## config.mk

```make
export PLATFORM = sky130hd
export DESIGN_NAME = gdp_port
export DESIGN_NICKNAME = d
export VERILOG_FILES = /design/src/logic/gdp_pkg.sv /design/src/logic/gdp_regs_if.sv /design/src/logic/gdp_port.sv /design/src/logic/gdp_reg_store.sv
export SDC_FILE = /design/constraint.sdc
export NUM_CORES = 1
export LEC_CHECK = 0
export BUFFER_PORTS_ARGS = -buffer_cell sky130_fd_sc_hd__buf_2
export CAP_MARGIN = 30
export CORE_MARGIN = 2
export CORE_UTILIZATION = 35
export CTS_CLUSTER_SIZE = 40
export DETAILED_ROUTE_END_ITERATION = 6
export HOLD_SLACK_MARGIN = 0.08
export SLEW_MARGIN = 25
export SYNTH_ARGS = -nofsm -noshare
export SYNTH_HDL_FRONTEND = slang
export SYNTH_SLANG_ARGS = --single-unit
```

## constraint.sdc

```tcl
create_clock -name clk_sys -period 9.5 [get_ports clk_sys]
set_input_delay 1.425 -clock clk_sys [delete_from_list [all_inputs] [get_ports clk_sys]]
set_output_delay 1.425 -clock clk_sys [all_outputs]
set_load 0.01 [all_outputs]
```

## src/logic/gdp_pkg.sv

```systemverilog
// package: register map, field layout and reset values of the gpio data/direction port
package gdp_pkg;
    localparam int ADDR_W = 16;
    localparam int DATA_W = 16;
    localparam int PINS = 32;
    localparam logic [15:0] OFF_CTRL = 16'hc006;
    localparam logic [15:0] OFF_OUT0 = 16'hc01e;
    localparam logic [15:0] OFF_IN0 = 16'hc020;
    localparam logic [15:0] OFF_DIR0 = 16'hc022;
    localparam logic [15:0] OFF_OUT1 = 16'hc024;
    localparam logic [15:0] OFF_IN1 = 16'hc026;
    localparam logic [15:0] OFF_DIR1 = 16'hc028;
    localparam logic [15:0] OFF_IRQ_STAT = 16'hc02a;
    localparam logic [15:0] OFF_IRQ_MASK = 16'hc02c;
    // bank 1 implemented bits: 15:13, 8, 7:3
    localparam logic [15:0] BANK1_MASK = 16'he1f8;
    localparam logic [15:0] CTRL_MASK = 16'h0003;
    localparam int CTRL_IRQ_EN = 0;
    localparam int CTRL_POL = 1;
    localparam int IRQ_PIN = 24;
    localparam int STAT_EDGE = 0;
    localparam logic [15:0] STAT_MASK = 16'h0001;
    localparam logic [15:0] ZERO16 = 16'h0000;
    localparam logic [1:0] SYNC_RESET = 2'h0;
endpackage

```

## src/logic/gdp_regs_if.sv

```systemverilog
// interface: register write port between the top and the register store
`timescale 1ns/10ps
interface gdp_regs_if;
    logic we;
    logic [15:0] addr;
    logic [15:0] wdata;
    logic [15:0] out0;
    logic [15:0] out1;
    logic [15:0] dir0;
    logic [15:0] dir1;
    logic [15:0] ctrl;
    modport store (input we, input addr, input wdata, output out0, output out1,
        output dir0, output dir1, output ctrl);
    modport user (output we, output addr, output wdata, input out0, input out1,
        input dir0, input dir1, input ctrl);
endinterface

```

## src/logic/gdp_port.sv

```systemverilog
// module: gpio data/direction port top with register port, pin drivers and edge interrupt
//
// Chosen here: the plain strobed port.
`timescale 1ns/10ps
module gdp_port (
    input wire logic clk_sys,
    input wire logic resetn,
    input wire logic [15:0] reg_addr,
    input wire logic [15:0] reg_wdata,
    input wire logic reg_wr,
    input wire logic reg_rd,
    output logic [15:0] reg_rdata,
    input wire logic sys_gpio_irq_en,
    output logic pin_edge_irq,
    output logic irq,
    input wire logic [31:0] pin_in,
    output logic [31:0] pin_out,
    output logic [31:0] pin_oe_n
);
    typedef struct packed {
        logic [31:0] sync1;
        logic [31:0] sync2;
        logic prev24;
        logic [15:0] stat;
        logic [15:0] mask;
        logic [15:0] rdata;
        logic [31:0] pout;
        logic [31:0] poe_n;
        logic edge_irq;
        logic irq;
    } gdp_state_t;

    logic [1:0] rst_sync;
    logic rst_n;
    gdp_state_t s;
    gdp_state_t next_s;
    gdp_regs_if rif ();

    // spreads a bank 1 register onto pins 31:29, 24, 23:19
    function automatic logic [31:0] gdp_pins(input logic [15:0] b0, input logic [15:0] b1);
        logic [31:0] p;
        p = {b0, b0};
        p[31:29] = b1[15:13];
        p[28:25] = 4'h0;
        p[24] = b1[8];
        p[23:19] = b1[7:3];
        p[18:16] = 3'h0;
        return p;
    endfunction

    // gathers pins 31:16 back into bank 1 layout
    function automatic logic [15:0] gdp_bank1(input logic [31:0] p);
        return {p[31:29], 4'h0, p[24], p[23:19], 3'h0};
    endfunction

    always_ff @(posedge clk_sys or negedge resetn)
    begin
        if (!resetn)
            rst_sync <= gdp_pkg::SYNC_RESET;
        else
            rst_sync <= {rst_sync[0], 1'b1};
    end
    assign rst_n = rst_sync[1];

    assign rif.we = reg_wr;
    assign rif.addr = reg_addr;
    assign rif.wdata = reg_wdata;

    gdp_reg_store u_store (
        .clk_sys(clk_sys),
        .rst_n(rst_n),
        .rif(rif)
    );

    logic edge_seen;
    logic irq_gate;
    logic [31:0] drv;
    logic [31:0] oe;

    always_comb
    begin
        next_s = s;
        next_s.sync1 = pin_in;
        next_s.sync2 = s.sync1;
        next_s.prev24 = s.sync2[gdp_pkg::IRQ_PIN];
        // edge on the synchronised pin 24, polarity from control bit 1
        if (rif.ctrl[gdp_pkg::CTRL_POL])
            edge_seen = s.sync2[gdp_pkg::IRQ_PIN] & ~s.prev24;
        else
            edge_seen = ~s.sync2[gdp_pkg::IRQ_PIN] & s.prev24;
        irq_gate = rif.ctrl[gdp_pkg::CTRL_IRQ_EN] & sys_gpio_irq_en;
        next_s.edge_irq = edge_seen & irq_gate;
        // set wins over write-one-to-clear
        if (reg_wr && reg_addr == gdp_pkg::OFF_IRQ_STAT)
            next_s.stat = s.stat & ~reg_wdata;
        if (reg_wr && reg_addr == gdp_pkg::OFF_IRQ_MASK)
            next_s.mask = reg_wdata & gdp_pkg::STAT_MASK;
        if (edge_seen & irq_gate)
            next_s.stat[gdp_pkg::STAT_EDGE] = 1'b1;
        next_s.irq = |(next_s.stat & s.mask);
        drv = gdp_pins(rif.out0, rif.out1);
        oe = gdp_pins(rif.dir0, rif.dir1);
        next_s.pout = drv;
        next_s.poe_n = ~oe;
        next_s.rdata = gdp_pkg::ZERO16;
        if (reg_rd)
        begin
            case (reg_addr)
                gdp_pkg::OFF_CTRL: next_s.rdata = rif.ctrl;
                gdp_pkg::OFF_OUT0: next_s.rdata = rif.out0;
                gdp_pkg::OFF_OUT1: next_s.rdata = rif.out1;
                gdp_pkg::OFF_IN0: next_s.rdata = s.sync2[15:0];
                gdp_pkg::OFF_IN1: next_s.rdata = gdp_bank1(s.sync2);
                gdp_pkg::OFF_DIR0: next_s.rdata = rif.dir0;
                gdp_pkg::OFF_DIR1: next_s.rdata = rif.dir1;
                gdp_pkg::OFF_IRQ_STAT: next_s.rdata = s.stat;
                gdp_pkg::OFF_IRQ_MASK: next_s.rdata = s.mask;
                default: next_s.rdata = gdp_pkg::ZERO16;
            endcase
        end
    end

    always_ff @(posedge clk_sys or negedge rst_n)
    begin
        if (!rst_n)
        begin
            s <= '0;
            s.poe_n <= '1;
        end
        else
            s <= next_s;
    end

    assign reg_rdata = s.rdata;
    assign pin_edge_irq = s.edge_irq;
    assign irq = s.irq;
    assign pin_out = s.pout;
    assign pin_oe_n = s.poe_n;
endmodule

```

## src/logic/gdp_reg_store.sv

```systemverilog
// module: software-written control, output data and direction registers
`timescale 1ns/10ps
module gdp_reg_store (
    input wire logic clk_sys,
    input wire logic rst_n,
    gdp_regs_if.store rif
);
    typedef struct packed {
        logic [15:0] out0;
        logic [15:0] out1;
        logic [15:0] dir0;
        logic [15:0] dir1;
        logic [15:0] ctrl;
    } gdp_store_t;

    gdp_store_t st;
    gdp_store_t next_st;

    always_comb
    begin
        next_st = st;
        if (rif.we)
        begin
            // reserved bits are never stored
            case (rif.addr)
                gdp_pkg::OFF_OUT0: next_st.out0 = rif.wdata;
                gdp_pkg::OFF_OUT1: next_st.out1 = rif.wdata & gdp_pkg::BANK1_MASK;
                gdp_pkg::OFF_DIR0: next_st.dir0 = rif.wdata;
                gdp_pkg::OFF_DIR1: next_st.dir1 = rif.wdata & gdp_pkg::BANK1_MASK;
                gdp_pkg::OFF_CTRL: next_st.ctrl = rif.wdata & gdp_pkg::CTRL_MASK;
                default: next_st = st;
            endcase
        end
    end

    always_ff @(posedge clk_sys or negedge rst_n)
    begin
        if (!rst_n)
            st <= '0;
        else
            st <= next_st;
    end

    assign rif.out0 = st.out0;
    assign rif.out1 = st.out1;
    assign rif.dir0 = st.dir0;
    assign rif.dir1 = st.dir1;
    assign rif.ctrl = st.ctrl;
endmodule

```

==> metrics.txt <==
# setup viols final=0; die area=~22000 sq um; GP Congestion=a little under 0.8; synth warn=0; data arrival time of the worst path=4.30 ns; Worst-Skew Late Latency=around 0.43 ns; HP Class=flop to async pin; Sum Neg Setup Slack=0 ns; critical path capture point type=flop; Fmax=between 200 and 300 MHz; root buffer cell=clkbuf_16; Synth Register Bits=190; sequential-to-total area share from yosys stat=0.6524; core area=20430 sq um; IO Count=between 150 and 200; status=completed; CTS Sinks=190; top_reg_cell synth=dfrtp_1; Die Ht=roughly 150 microns; routing usage on met1=0.2248; Avg Vias per Cell=4.727; first-pass GRT wire length=26.25 mm; met2 Usage GRT=0.2419; period utilization=0.4190; Worst Skew=around 0.0099 ns; Nets=662; maximum vdd drop=just over 0.09 mV; dpl hpwl=between 10 and 15 mm; grt ovf=0; vias in the first global route=around 4.6k; Area contributors post-synth=dfrtp_1, dfstp_2, buf_4, mux2_2, a22oi_1; Hold Vio Cnt, Final=0; number of routed nets with antenna violations=0; max_cap viols=0; fin crit period=around 4.0 ns; Cells after Synth=roughly 520; routed wire length=around 17 mm; Crit Path Max Fanout=11; final instance area=between 8000 and 9000 sq um; Die Width=roughly 150 microns; relative slew slack=0.4244; wire per inst=between 15 and 20 microns; largest net degree at the start of global routing=83; worst path required time=9.82 ns; area growth from synthesis to layout=14.29%; initial core utilization=0.3591; Overall Power=~1.6 mW; fraction of layout cells with a size suffix above 1=0.4373; final hold slack=0.2282 ns; Setup Fix Bufs, Post-CTS=0; Setup crit start kind=input port; Remaining DRCs=0; post-synthesis cell type count=46; pin slew with the least headroom to its limit=0.8603 ns; Async S/R FF share, synth=1.000; clock slew at reported path FFs=approximately 0.070 ns; CTS Buf Count=17; antenna violations before repair=0; CTS max path bufs=2; antenna cell count=0; placed instance area=approximately 8000 sq um; GRT Max-Usage Layer=met2; CTS Hold Bufs=0; Avg Synthesized Cell Area=14.08 sq um; GR met3 Demand/Resource=0.04587; All-Layer GR Usage=0.1614; Starting DRT DRC Count=266; row count=52; unrepaired setup endpoints after global routing=false; CTS tree=yes; top-area cell type share of the netlist area=0.5629; Mapped Area=roughly 7300 sq um; most common cell in the synthesized netlist=dfrtp_1; Setup Crit Path Kind=input port to flop; pwr dens=around 190 nW/um^2; leakage power=roughly 4.0 nW; PostCTS Resize Cnt=0; synth cell count leaders=dfrtp_1, buf_4, mux2_2; drt pass-1 iters=4; number of port buffers=129; Post-synth EDFFs=0; post-synth top area cell=dfrtp_1; final slew viol count=0; via count=between 4k and 5k; H-tree levels=4
## power breakdown
group | internal (mW) | switching [mW]
registers | 0.821 | 0.00553
logic | 0.0157 | 0.0375
clock network | 0.380 | 0.332
total | 1.22 | 0.375
## cell usage in the layout (no fill, tap or decap), types with 3 or more instances in the layout
master	n
dfstp_2	25
dfrtp_1	164
conb_1	15
a21boi_0	16
clkbuf_16	17
clkinv_4	3
o2bb2ai_1	9
a32oi_1	6
nor4_2	3
inv_1	29
inv_6	5
mux2_2	53
nand2_1	14
nor4_4	3
o21ai_0	11
buf_4	7
buf_2	129
a22oi_1	25
inv_8	3
a211oi_1	15
mux2i_1	9
## through the flow
stage | worst slack (ns) | std cells | utilization
2_1_floorplan | 3.857 | 534 | -
3_3_place_gp | 5.026 | 842 | 0.3793
3_5_place_dp | 5.042 | 844 | 0.3813
4_1_cts | 5.501 | 876 | 0.4099
5_1_grt | 5.439 | 876 | 0.4104
6_report | 5.520 | 876 | 0.4104
## sequential cells by signal, indices dropped and copies added (netlist names), 2 cells and up
| signal | count |
|---|---|
| s | 42 |
| next_s | 26 |
| pin_oe_n | 25 |
| pin_out | 25 |
| reg_rdata | 16 |
| u_store.rif.dir0 | 16 |
| u_store.rif.out0 | 16 |
| u_store.rif.dir1 | 9 |
| u_store.rif.out1 | 9 |
| rst_sync | 2 |
| u_store.rif.ctrl | 2 |
## metal layers
layer / part of all wire / vias up
li1: - / 1856
met3: 0.053 / 25
met4: 0.020 / 0
met5: 0 / -
met2: 0.46 / 127
met1: 0.47 / 2133
## critical path, cell delays in order
cell	delay (ns)
buf_2	0.09
or4_1	0.83
nor4_4	0.83
buf_4	0.38
nand4b_4	0.33
mux2_2	0.40
## logic make-up after synthesis
family                 synth area share
buffers and inverters            0.1095
multiplexers                    0.09364
other                          0.001024
AND/OR/NAND/NOR                 0.05441
AO/OA/AOI/OAI                   0.08904
flip-flops                       0.6524
## final cells by class
class                           instances  area (sq um)
Timing Repair Buffer                  139         744.5
Clock buffer                           19         442.9
Multi-Input combinational cell        216          1819
Tap cell                              270         337.8
Fill cell                            1901         12050
Inverter                               29         108.9
Sequential cell                       190          4790
Clock inverter                         13         141.4
## worst paths after layout
path	cells after the start	to	slack, ns	from
min reg2reg	0	u_store.rif.out0[10]	0.23	rst_sync[1]
min	0	u_store.rif.out0[10]	0.23	rst_sync[1]
max reg2reg	2	pin_oe_n[21]	8.10	rst_sync[1]
min in group clk_sys	0	s[126]	0.35	next_s[126]
max in group asynchronous	2	pin_oe_n[21]	8.10	rst_sync[1]
max	6	u_store.rif.out1[14]	5.52	reg_addr[7]
No activity file was read; power rests on OpenSTA's default activity.
